## src/inc/dprd_pkg.sv

```systemverilog
package dprd_pkg;
    // four billing quantities: +active, -active, +reactive, -reactive
    localparam int DPRD_NCH = 4;
    localparam int DPRD_TRIM_W = 8;
    localparam int DPRD_CNT_W = 10;
    localparam int DPRD_INC_W = 4;
    localparam logic [DPRD_CNT_W-1:0] DPRD_BASE_STD = 10'h019;
    localparam logic [DPRD_CNT_W-1:0] DPRD_BASE_M7 = 10'h0fa;
    localparam logic [2:0] DPRD_MODE_HIGH_BASE = 3'h7;
    localparam logic [DPRD_CNT_W-1:0] DPRD_CNT_RST = 10'h000;
    localparam int DPRD_MC_PER_KWH = 1250;
    localparam int DPRD_ELSB_MWH = 400;
endpackage

```

## src/inc/dprd_thr_if.sv

```systemverilog
`timescale 1ns/1ps
interface dprd_thr_if;
    import dprd_pkg::*;
    logic [DPRD_TRIM_W-1:0] trim;
    logic [2:0] mode;
    logic [DPRD_CNT_W-1:0] thr;
    modport calc (input trim, input mode, output thr);
    modport user (output trim, output mode, input thr);
endinterface

```

## src/logic/dprd_thr_calc.sv

```systemverilog
`timescale 1ns/1ps
module dprd_thr_calc
    import dprd_pkg::*;
(
    // clock and reset
    input wire logic i_clk,
    input wire logic i_rst,
    // trim and mode in, threshold out
    dprd_thr_if.calc thr_if
);
    logic [DPRD_CNT_W-1:0] thr_r;
    logic [DPRD_CNT_W-1:0] thr_nxt;

    // base plus trim; registered so the comparator path stays short
    always_comb begin
        if (thr_if.mode == DPRD_MODE_HIGH_BASE) begin
            thr_nxt = DPRD_BASE_M7 + {2'h0, thr_if.trim};
        end else begin
            thr_nxt = DPRD_BASE_STD + {2'h0, thr_if.trim};
        end
    end

    always_ff @(posedge i_clk) begin
        if (i_rst) begin
            thr_r <= DPRD_BASE_STD;
        end else begin
            thr_r <= thr_nxt;
        end
    end

    assign thr_if.thr = thr_r;
endmodule // dprd_thr_calc

```

## src/logic/dprd_divider.sv

```systemverilog
`timescale 1ns/1ps
// Behaviour
// - trim affects display pulses only, not meter-constant
// - trim change leaves energy registers untouched
// - zero trim gives pulse per 25 LSBs
// - one accumulator LSB equals 0.4Wh default
// - threshold is 25 plus trim
// - mode 7 threshold is 250 plus trim
// - meter-constant pulses 1250 per kWh default
module dprd_divider
    import dprd_pkg::*;
(
    // clock and reset
    input wire logic i_clk,
    input wire logic i_rst,
    // configuration
    input wire logic [DPRD_TRIM_W-1:0] i_display_rate_trim,
    input wire logic [2:0] i_mode,
    // energy accumulator LSB increments per quantity
    input wire logic [DPRD_NCH-1:0][DPRD_INC_W-1:0] i_lsb_inc,
    // meter-constant pulses passed through untouched by trim
    input wire logic [DPRD_NCH-1:0] i_mc_pulse,
    // outputs
    output logic [DPRD_NCH-1:0] o_disp_pulse,
    output logic [DPRD_NCH-1:0] o_mc_pulse
);
    ////////////////////////////////////////////////////////////////////////////
    // threshold
    dprd_thr_if thr_if ();
    logic [DPRD_CNT_W-1:0] thr;

    assign thr_if.trim = i_display_rate_trim;
    assign thr_if.mode = i_mode;
    assign thr = thr_if.thr;

    dprd_thr_calc u_thr (
        .i_clk(i_clk),
        .i_rst(i_rst),
        .thr_if(thr_if)
    );

    ////////////////////////////////////////////////////////////////////////////
    // energy scale: one increment unit is one accumulator LSB, worth 0.4Wh
    // at default full scale and clock; the divider never sees that value, so
    // a changed full scale moves the energy per pulse, not the LSB count
    // limitation: meter-constant pulses arrive ready made from the energy
    // core at their own rate, so this block only re-times them by one cycle
    // trade-off: a one-cycle output delay buys outputs straight from flops

    ////////////////////////////////////////////////////////////////////////////
    // per-quantity counters; they only see LSB increments, never the
    // accumulator contents, so trim cannot disturb measurement data
    logic [DPRD_NCH-1:0][DPRD_CNT_W-1:0] cnt_r;
    logic [DPRD_NCH-1:0][DPRD_CNT_W-1:0] cnt_nxt;
    logic [DPRD_NCH-1:0] disp_r;
    logic [DPRD_NCH-1:0] disp_nxt;
    logic [DPRD_NCH-1:0] mc_r;

    genvar g;
    generate
        for (g = 0; g < DPRD_NCH; g++) begin : g_ch
            logic [DPRD_CNT_W:0] sum;
            // widened sum avoids wrap at max threshold plus increment
            always_comb begin
                sum = {1'b0, cnt_r[g]} + {{(DPRD_CNT_W+1-DPRD_INC_W){1'b0}}, i_lsb_inc[g]};
                if (sum >= {1'b0, thr}) begin
                    cnt_nxt[g] = DPRD_CNT_W'(sum - {1'b0, thr});
                    disp_nxt[g] = 1'b1;
                end else begin
                    cnt_nxt[g] = sum[DPRD_CNT_W-1:0];
                    disp_nxt[g] = 1'b0;
                end
            end
        end
    endgenerate

    always_ff @(posedge i_clk) begin
        if (i_rst) begin
            cnt_r <= '0;
            disp_r <= '0;
            mc_r <= '0;
        end else begin
            cnt_r <= cnt_nxt;
            disp_r <= disp_nxt;
            mc_r <= i_mc_pulse;
        end
    end

    assign o_disp_pulse = disp_r;
    assign o_mc_pulse = mc_r;

    ////////////////////////////////////////////////////////////////////////////
    // checks
    AST_MC_PASS: assert property (@(posedge i_clk) disable iff (i_rst)
        ##1 !$past(i_rst) |-> o_mc_pulse == $past(i_mc_pulse))
        else $error("meter-constant pulse altered");
    AST_THR_STD: assert property (@(posedge i_clk) disable iff (i_rst)
        i_mode != DPRD_MODE_HIGH_BASE ##1 !$past(i_rst) |->
        thr == DPRD_BASE_STD + {2'h0, $past(i_display_rate_trim)})
        else $error("standard threshold wrong");
    AST_THR_M7: assert property (@(posedge i_clk) disable iff (i_rst)
        i_mode == DPRD_MODE_HIGH_BASE ##1 !$past(i_rst) |->
        thr == DPRD_BASE_M7 + {2'h0, $past(i_display_rate_trim)})
        else $error("mode 7 threshold wrong");
    AST_CNT_BELOW: assert property (@(posedge i_clk) disable iff (i_rst)
        cnt_r[0] < thr || $changed(thr))
        else $error("count left at or above threshold");
    AST_PULSE_CAUSE: assert property (@(posedge i_clk) disable iff (i_rst)
        o_disp_pulse[0] |-> $past(cnt_r[0]) + $past(i_lsb_inc[0]) >= $past(thr))
        else $error("display pulse without threshold");
    AST_NO_LOSS: assert property (@(posedge i_clk) disable iff (i_rst)
        ##1 !$past(i_rst) && !o_disp_pulse[1] |->
        cnt_r[1] == $past(cnt_r[1]) + $past(i_lsb_inc[1]))
        else $error("energy LSBs lost");
    AST_CARRY: assert property (@(posedge i_clk) disable iff (i_rst)
        ##1 !$past(i_rst) && o_disp_pulse[2] |->
        cnt_r[2] == $past(cnt_r[2]) + $past(i_lsb_inc[2]) - $past(thr))
        else $error("carry wrong");
    AST_ISOL: assert property (@(posedge i_clk) disable iff (i_rst)
        ##1 !$past(i_rst) && !o_disp_pulse[3] && $past(i_lsb_inc[3]) == '0 |->
        cnt_r[3] == $past(cnt_r[3]))
        else $error("count moved without energy");

    // reset leaves both pulse outputs low, so the display counter outside
    // never sees a stray count when the block comes out of reset
    AST_RST_QUIET: assert property (@(posedge i_clk) disable iff (i_rst)
        $past(i_rst) |-> o_disp_pulse == '0 && o_mc_pulse == '0)
        else $error("outputs active right after reset");

    // every count empty and the threshold at its standard base after reset
    AST_RST_CLEAR: assert property (@(posedge i_clk) disable iff (i_rst)
        $past(i_rst) |-> cnt_r == '0 && thr == DPRD_BASE_STD)
        else $error("count or threshold not cleared by reset");

    // whatever trim and mode, the threshold stays between the standard base
    // and the high base plus a full trim byte
    AST_THR_RANGE: assert property (@(posedge i_clk) disable iff (i_rst)
        thr >= DPRD_BASE_STD && thr <= DPRD_BASE_M7 + {2'h0, {DPRD_TRIM_W{1'b1}}})
        else $error("threshold outside its range");

    // a trim step must never disturb the meter-constant lane
    AST_MC_TRIM: assert property (@(posedge i_clk) disable iff (i_rst)
        ##1 !$past(i_rst) && $past(i_display_rate_trim) != $past(i_display_rate_trim, 2) |->
        o_mc_pulse == $past(i_mc_pulse))
        else $error("meter-constant pulse moved by trim");

    // a trim step keeps the running count; only the threshold moves
    AST_TRIM_KEEP: assert property (@(posedge i_clk) disable iff (i_rst)
        ##1 !$past(i_rst) && $past(i_display_rate_trim) != $past(i_display_rate_trim, 2)
        && !o_disp_pulse[0] |-> cnt_r[0] == $past(cnt_r[0]) + $past(i_lsb_inc[0]))
        else $error("count disturbed by trim change");

    ////////////////////////////////////////////////////////////////////////////
    // starvation watch: while energy arrives every cycle the count grows by
    // at least one LSB a cycle, so a pulse is due within one full threshold;
    // the limit sits 20 cycles above the largest threshold that can be set
    localparam logic [DPRD_CNT_W-1:0] WAIT_LIM = DPRD_BASE_M7 + DPRD_BASE_M7 + DPRD_BASE_STD;
    logic [DPRD_NCH-1:0][DPRD_CNT_W-1:0] wait_r;
    logic [DPRD_NCH-1:0][DPRD_CNT_W-1:0] wait_nxt;

    // every billing quantity obeys the same divider law; all lanes are
    // checked alike so a fault in one lane of the loop cannot hide
    generate
        for (g = 0; g < DPRD_NCH; g++) begin : g_chk
            // cleared by a pulse or an idle cycle, else one more cycle
            always_comb begin
                if (o_disp_pulse[g] || i_lsb_inc[g] == '0) begin
                    wait_nxt[g] = '0;
                end else begin
                    wait_nxt[g] = wait_r[g] + 10'h001;
                end
            end

            // a pulse only once the running sum has reached the threshold
            AST_LANE_REACH: assert property (@(posedge i_clk) disable iff (i_rst)
                ##1 !$past(i_rst) && o_disp_pulse[g] |->
                $past(cnt_r[g]) + $past(i_lsb_inc[g]) >= $past(thr))
                else $error("lane pulse below threshold");

            // and never a missed pulse once it has
            AST_LANE_MISS: assert property (@(posedge i_clk) disable iff (i_rst)
                ##1 !$past(i_rst) && !o_disp_pulse[g] |->
                $past(cnt_r[g]) + $past(i_lsb_inc[g]) < $past(thr))
                else $error("lane pulse missed");

            // the excess over the threshold is kept, not dropped
            AST_LANE_CARRY: assert property (@(posedge i_clk) disable iff (i_rst)
                ##1 !$past(i_rst) && o_disp_pulse[g] |->
                cnt_r[g] == $past(cnt_r[g]) + $past(i_lsb_inc[g]) - $past(thr))
                else $error("lane carry wrong");

            // below the threshold every LSB lands in the count
            AST_LANE_HOLD: assert property (@(posedge i_clk) disable iff (i_rst)
                ##1 !$past(i_rst) && !o_disp_pulse[g] |->
                cnt_r[g] == $past(cnt_r[g]) + $past(i_lsb_inc[g]))
                else $error("lane lost LSBs");

            // steady energy must keep pulses coming
            AST_LANE_WAIT: assert property (@(posedge i_clk) disable iff (i_rst)
                wait_r[g] < WAIT_LIM)
                else $error("lane starved of pulses");
        end
    endgenerate

    // helper state for the starvation watch only; no output depends on it
    always_ff @(posedge i_clk) begin
        if (i_rst) begin
            wait_r <= '0;
        end else begin
            wait_r <= wait_nxt;
        end
    end

    COV_PULSE: cover property (@(posedge i_clk) o_disp_pulse[0]);
    COV_M7: cover property (@(posedge i_clk) i_mode == DPRD_MODE_HIGH_BASE ##1 o_disp_pulse[2]);
    COV_MC: cover property (@(posedge i_clk) o_mc_pulse[1]);
    COV_CARRY: cover property (@(posedge i_clk) o_disp_pulse[0] && cnt_r[0] != '0);
    COV_TRIM_CHG: cover property (@(posedge i_clk) disable iff (i_rst)
        $changed(i_display_rate_trim));
endmodule // dprd_divider

```

## config.mk

```make
export PLATFORM = sky130hd
export DESIGN_NAME = dprd_divider
export DESIGN_NICKNAME = d
export VERILOG_FILES = /design/src/inc/dprd_pkg.sv /design/src/inc/dprd_thr_if.sv /design/src/logic/dprd_thr_calc.sv /design/src/logic/dprd_divider.sv
export SDC_FILE = /design/constraint.sdc
export NUM_CORES = 1
export LEC_CHECK = 0
export ABC_AREA = 1
export BUFFER_PORTS_ARGS = -buffer_cell sky130_fd_sc_hd__buf_2
export CELL_PAD_IN_SITES_DETAIL_PLACEMENT = 2
export CELL_PAD_IN_SITES_GLOBAL_PLACEMENT = 2
export CORE_AREA = 3 3 130 132
export CTS_CLUSTER_SIZE = 12
export DETAILED_ROUTE_END_ITERATION = 10
export DIE_AREA = 0 0 133 135
export GPL_TIMING_DRIVEN = 0
export MAX_ROUTING_LAYER = met4
export PLACE_DENSITY_LB_ADDON = 0.12
export SETUP_SLACK_MARGIN = 0.3
export SYNTH_ARGS = -nofsm -noshare
export SYNTH_HDL_FRONTEND = slang
export SYNTH_SLANG_ARGS = --single-unit
```

## constraint.sdc

```tcl
create_clock -name i_clk -period 4 [get_ports i_clk]
set_clock_uncertainty 0.05 [all_clocks]
set_input_delay 0.8 -clock i_clk [delete_from_list [all_inputs] [get_ports i_clk]]
set_output_delay 0.8 -clock i_clk [all_outputs]
set_load 0.02 [all_outputs]
```

==> impl_metrics.py, run 1 <==
metrics = {
    "run_status": {
        "status": "complete, no violations",
    },
    "synth": {
        "syn_inst": 833,
        "synth_xor_area_frac": 0.0756,
        "yosysTopAreaCellShare": 0.214,
        "synth_area_um2": 5330,
        "yosysUniqueCellTypes": 37,
        "yosys.area_share.adder": 0.157,
        "ys_async_sr_fraction": 0,
        "avgSynthCellArea_um2": 6.39,
        "synth_area_leaders": "dfxtp_1 21%, nand2_1 16%, ha_1 13%",
        "synth_top_area_cell": "dfxtp_1",
        "synth_nets": 928,
        "synth_compound_area_frac": 0.0853,
        "ys_warn_count": 0,
        "synth_commonest_cells": "234 x nand2_1, 125 x inv_1, 106 x nor2_1, 62 x nand3_1, 57 x dfxtp_1",
        "synth-simple-area-share": 0.364,
        "ys.flop_type": "dfxtp_1",
        "synth_seq_cells": 57,
        "synth.area.mux_share": 0,
        "synth_top_family_by_area": "simple AND/OR/NAND/NOR gates",
        "synth-edff-count": 0,
        "post-synth-top-count-cell": "nand2_1",
        "yosysSeqAreaShare": 0.214,
    },
    "floorplan": {
        "initial_utilization": 0.337,
        "die_h_um": 135,
        "core_region_area_um2": 15800,
        "die_w_um": 133,
        "die_area_um2": 18000,
        "rows": 46,
        "boundaryPins": 41,
    },
    "timing": {
        "timing.final.crit_period_ns": 3.47,
        "finalHoldViolCount": 0,
        "slew_violations": 0,
        "rsz0062_at_grt": "yes",
        "final.period_utilization": 0.868,
        "tightest_slew_ns": 0.747,
        "setup_viol": 0,
        "max_slew_margin": 0.502,
        "fmax_mhz": 288,
        "fin_tns_setup_ns": 0,
    },
    "clocking": {
        "clk_latency_ns": 0.35,
        "cts_num_sinks": 57,
        "cts_root_buffer": "clkbuf_16",
        "htreeDepth": 3,
        "cts_made_buffers": 9,
        "cts_hold_buf": 0,
        "clk_path_buf_depth": 2,
        "path_clk_slew_ns": 0.06,
        "cts_tree": "built",
    },
    "detailed_routing": {
        "drt-total-wl_mm": 18.7,
        "route.detailed.drc": 0,
        "drt_iter0_markers": 218,
        "viasPerCell": 4.95,
        "ant_nets": 0,
        "wl_per_cell_um": 16.8,
        "dr.pass1.iters": 4,
        "vias": 5485,
    },
    "pwr": {
        "p_leak_nw": 3.34,
        "ir_worst_vdd_mv": 0.331,
        "p_per_area_nw_per_um2": 938,
    },
    "grt": {
        "grt_pass1_wl_mm": 30.6,
        "grt_max_degree": 11,
        "antenna_found_initial": 0,
        "grt_pass1_vias": 6067,
        "track_usage": 0.218,
        "gr-total-overflow": 0,
    },
    "final_layout": {
        "syn_to_final_growth_pct": 18.7,
        "layout-drive-gt1-share": 0.141,
        "finish.instance_area_um2": 6320,
        "fin_cells": 1109,
        "fill_cells": 1973,
        "fin_nets": 983,
        "diodes": 0,
    },
    "critical_path": {
        "cp_max_fo": 10,
        "max_stage_delay_ns": 0.36,
        "crit_buf_inv": 5,
        "worstPathRequired_ns": 4.15,
        "cp_top_family": "simple AND/OR/NAND/NOR gates",
        "crit_slowest_cell": "fa_2",
        "arrival_ns": 3.62,
        "crit_type": "primary input to flip-flop",
        "worst_setup_path_start_kind": "primary input",
        "path_cells": "buf_2 > ha_2 > inv_1 > fa_2 > inv_1 > nand3_1 > nand2_2 > nand4_1 > xor2_1 > inv_1 > ha_2 > a21o_1 > nor2_1 > nand2_1 > nor2_4 > nand3_4 > buf_6 > nand2_1 > a21oi_2",
        "worstSetupEndpointType": "flip-flop",
        "path_common_cell": "inv_1",
    },
    "place": {
        "placed_area_um2": 5790,
        "place_congestion": 0.833,
        "dp_cells": 1088,
        "port_buffers": 39,
        "hpwl_mm": 14.6,
    },
    "job": {
        "maxCapViolations": 0,
    },
    "min_path": {
        "hold_path_class": "flip-flop to flip-flop",
    },
}
[where the power goes]
group	internal, mW	switching (mW)	total (mW)
logic	1.53	2.59	4.12
clock network	0.622	0.296	0.918
registers	0.769	0.125	0.894
total	2.92	3.01	5.93
[what timing repair did]
item,4_1_cts,5_1_grt
gates cloned,0,0
buffers inserted,0,5
setup endpoints to repair,12,44
endpoints found under the hold margin,0,0
gates resized for setup,4,33
pin swaps,2,5
[through the flow]
stage	util	setup WS, ns	power (mW)	hold WS (ns)
after floorplan	-	0.621	3.79	0.514
after global placement	0.366	0.0442	4.55	0.558
after detailed placement	0.366	-0.127	4.78	0.562
after CTS	0.388	0.291	5.81	0.575
after global routing	0.399	0.231	6.55	0.617
final	0.399	0.529	5.93	0.577
[routing by layer]
layer	vias up	share of wire	wire length, um	global-route usage
met4	0	0.015	277	0.0624
met5	-	0	0	-
li1	2731	-	-	-
met3	23	0.020	378	0.0220
met1	2683	0.43	8070	0.251
met2	48	0.53	9940	0.401
[registers in the layout, indices dropped and copies added, names as in the netlist]
signal,flops
o_mc_pulse,4
u_thr.thr_if.thr,9
cnt_r,40
o_disp_pulse,4
[layout by cell type (no fill, tap or decap), drive strengths merged, types with 6 or more instances in the layout]
cell type | netlist | routed
a21oi | 39 | 39
ha | 54 | 54
o21ai | 17 | 17
xnor2 | 23 | 23
fa | 8 | 8
dfxtp | 57 | 57
nand3 | 64 | 64
nand3b | 8 | 8
nand4 | 10 | 10
clkbuf | 3 | 13
inv | 129 | 129
o21bai | 9 | 9
buf | 7 | 51
nand2 | 242 | 242
a31oi | 6 | 6
xor2 | 23 | 23
nor2 | 112 | 112
nor3 | 8 | 8
[worst min-delay path: stages (launching register included)]
cell and delay, ns:
dfxtp_1 0.31, ha_1 0.14, nor2_1 0.06, nor2_1 0.09
[kinds of logic after synthesis]
| group | count (synthesis) |
|---|---|
| buf+inv | 139 |
| fa+ha+maj | 62 |
| compound gates | 79 |
| xor+xnor | 46 |
| flops | 57 |
| simple gates | 450 |
[worst paths after layout]
kind / from / end / slack, ns / cells past startpoint
hold reg to reg: cnt_r[30] / cnt_r[30] / 0.58 / 3
setup reg to reg: cnt_r[0] / cnt_r[1] / 0.76 / 18
setup / recovery: i_lsb_inc[0] / cnt_r[1] / 0.53 / 19
hold / removal: cnt_r[30] / cnt_r[30] / 0.58 / 3
[final cells by class]
type / instances / area (um^2) / share of cell area
inverter: 129 / 484 / 0.0766
multi-input combinational: 637 / 3780 / 0.598
clock inverter: 6 / 105 / 0.0166
clock buffer: 10 / 239 / 0.0378
tap: 216 / 270 / 0.0427
sequential: 57 / 1140 / 0.180
timing repair buffer: 44 / 233 / 0.0368
buffer: 10 / 70.1 / 0.0111
(Power assumes the default switching activity.)
==> run 2, diff against run 1 <==
- CORE_AREA: 3 3 130 132 -> 2 2 129 131
- DIE_AREA: 0 0 133 135 -> 0 0 131 133
==> run 2 against run 1 <==
Compared with the run above: die area shrank 3.0%; register-to-register slack is essentially flat; highest routed layer unchanged; first-iteration DRC count shrank 15%; wire length shrank 5.1%; total power shrank 3.8%; via count shrank 1.8%; largest power group unchanged; sequential power is essentially flat.
==> impl_metrics.py, run 2 (synthesis gave the netlist of run 1 again) <==
metrics = {
    "run_status": {
        "status": "complete, no violations",
    },
    "place": {
        "port_buffers": 39,
        "dp_cells": 1092,
        "hpwl_mm": 14.3,
        "place_congestion": 0.818,
    },
    "detailed_routing": {
        "wl_per_cell_um": 15.9,
        "drt-total-wl_mm": 17.7,
        "drt_iter0_markers": 186,
        "dr.pass1.iters": 4,
        "route.detailed.drc": 0,
        "vias": 5384,
        "ant_nets": 0,
        "viasPerCell": 4.85,
    },
    "floorplan": {
        "die_area_um2": 17400,
        "die_w_um": 131,
        "core_region_area_um2": 16200,
        "rows": 47,
        "boundaryPins": 41,
        "initial_utilization": 0.329,
        "die_h_um": 133,
    },
    "critical_path": {
        "cp_top_family": "simple AND/OR/NAND/NOR gates",
        "crit_slowest_cell": "fa_1",
        "worstPathRequired_ns": 4.17,
        "worst_setup_path_start_kind": "primary input",
        "path_cells": "buf_2 > ha_4 > inv_1 > fa_1 > inv_1 > nand3_1 > nand2_2 > nand3_2 > or2_2 > nand2_1 > inv_1 > ha_4 > nand3_1 > nor2_2 > nand2_1 > nand2_1 > nor2_1 > nand2_1 > inv_2 > nand2_4 > inv_2 > nor2_1 > nor2_1",
        "arrival_ns": 3.62,
        "r2r_slack_ns": 0.77,
        "crit_buf_inv": 6,
        "worstSetupEndpointType": "flip-flop",
        "path_common_cell": "nand2_1",
        "max_stage_delay_ns": 0.40,
        "cp_max_fo": 8,
        "crit_type": "primary input to flip-flop",
    },
    "pwr": {
        "power.switching_mw": 2.92,
        "p_comb_frac": 0.712,
        "p_sw_frac": 0.513,
        "p_leak_nw": 3.30,
        "ir_worst_vdd_mv": 0.292,
        "p_int_mw": 2.78,
        "p_clk_frac": 0.131,
        "p_per_area_nw_per_um2": 912,
        "power.total_mw": 5.70,
        "seqPwrFrac": 0.157,
    },
    "grt": {
        "grt_max_degree": 11,
        "antenna_found_initial": 0,
        "gr-total-overflow": 0,
        "grt_pass1_wl_mm": 29.1,
        "grt_pass1_vias": 6021,
        "track_usage": 0.218,
    },
    "final_layout": {
        "fill_cells": 2005,
        "largest_register_ffs": 40,
        "diodes": 0,
        "final_core_util": 0.387,
        "fin_nets": 982,
        "layout-drive-gt1-share": 0.135,
        "fin_cells": 1111,
        "final_cell_mix": "229 x nand2_1, 125 x inv_1, 101 x nor2_1",
        "reg_top3": "cnt_r: 40 flops, u_thr.thr_if.thr: 9 flops",
        "top_register": "cnt_r",
        "final_common_cell": "nand2_1",
        "syn_to_final_growth_pct": 17.5,
    },
    "timing": {
        "finalHoldViolCount": 0,
        "fmax_mhz": 290,
        "max_slew_margin": 0.502,
        "rsz0062_at_grt": "yes",
        "whs_ns": 0.588,
        "timing.final.crit_period_ns": 3.45,
        "setup_viol": 0,
        "final.period_utilization": 0.862,
        "slew_violations": 0,
        "tightest_slew_ns": 0.748,
    },
    "clocking": {
        "cts_made_buffers": 9,
        "cts_hold_buf": 0,
        "cts_num_sinks": 57,
        "clk_latency_ns": 0.34,
        "clk_path_buf_depth": 2,
        "path_clk_slew_ns": 0.05,
        "htreeDepth": 3,
        "cts_tree": "built",
        "cts_root_buffer": "clkbuf_16",
    },
    "job": {
        "maxCapViolations": 0,
    },
    "min_path": {
        "hold_path_class": "flip-flop to flip-flop",
    },
}
-- run 2: changes by cell type in the layout (fill, tap and decap cells not counted), sizes merged --
cell / delta
buf: -1
bufinv: -2
clkbuf: +1
-- run 2: power by group through the flow --
stage / logic, mW / clock network [mW] / registers, mW
floorplan: 2.89 / 0 / 0.893
global placement: 3.66 / 0 / 0.892
detailed placement: 3.86 / 0 / 0.904
CTS: 3.95 / 0.768 / 0.893
global route: 4.62 / 0.792 / 0.920
finish: 4.06 / 0.747 / 0.895
-- run 2: area by class of cell --
class | instances | area, um^2 | area share
Buffer | 10 | 70.1 | 0.0112
Clock buffer | 11 | 233 | 0.0372
Clock inverter | 4 | 45.0 | 0.00720
Inverter | 129 | 484 | 0.0774
Multi-Input combinational cell | 637 | 3770 | 0.603
Sequential cell | 57 | 1140 | 0.182
Tap cell | 220 | 275 | 0.0440
Timing Repair Buffer | 43 | 238 | 0.0380
-- run 2: what timing repair did --
action,CTS,global route
resized for setup,1,35
endpoints found under the setup margin,7,44
buffers inserted,1,3
pin swaps,1,5
endpoints found under the hold margin,0,0
-- run 2: tightest hold or removal path: cells and delay by family, from the launching register on --
kind / cells / cell delay [ns]
DFF: 1 / 0.30
adders and majority gates: 1 / 0.15
and+or+nand+nor: 2 / 0.14
-- run 2: path summary, 6_finish.rpt --
path,start,endpoint,cells after the start
setup / recovery,i_lsb_inc[4],cnt_r[17],23
hold / removal,cnt_r[30],cnt_r[30],3
setup reg to reg,cnt_r[10],cnt_r[17],22
hold reg to reg,cnt_r[30],cnt_r[30],3
-- run 2: per-layer routing --
layer | global-route usage | wire length [um]
met5 | - | 0
met4 | 0.0626 | 280
met3 | 0.0235 | 272
met2 | 0.388 | 9220
met1 | 0.257 | 7940
-- run 2: metrics by stage --
stage          area (um^2)  setup WS (ns)  TNS, ns
5_1_grt               6260          0.262        0
4_1_cts               6080          0.288        0
2_1_floorplan         5330          0.621        0
3_5_place_dp          5800         -0.129   -0.758
6_report              6260          0.553        0
3_3_place_gp          5800         0.0392        0
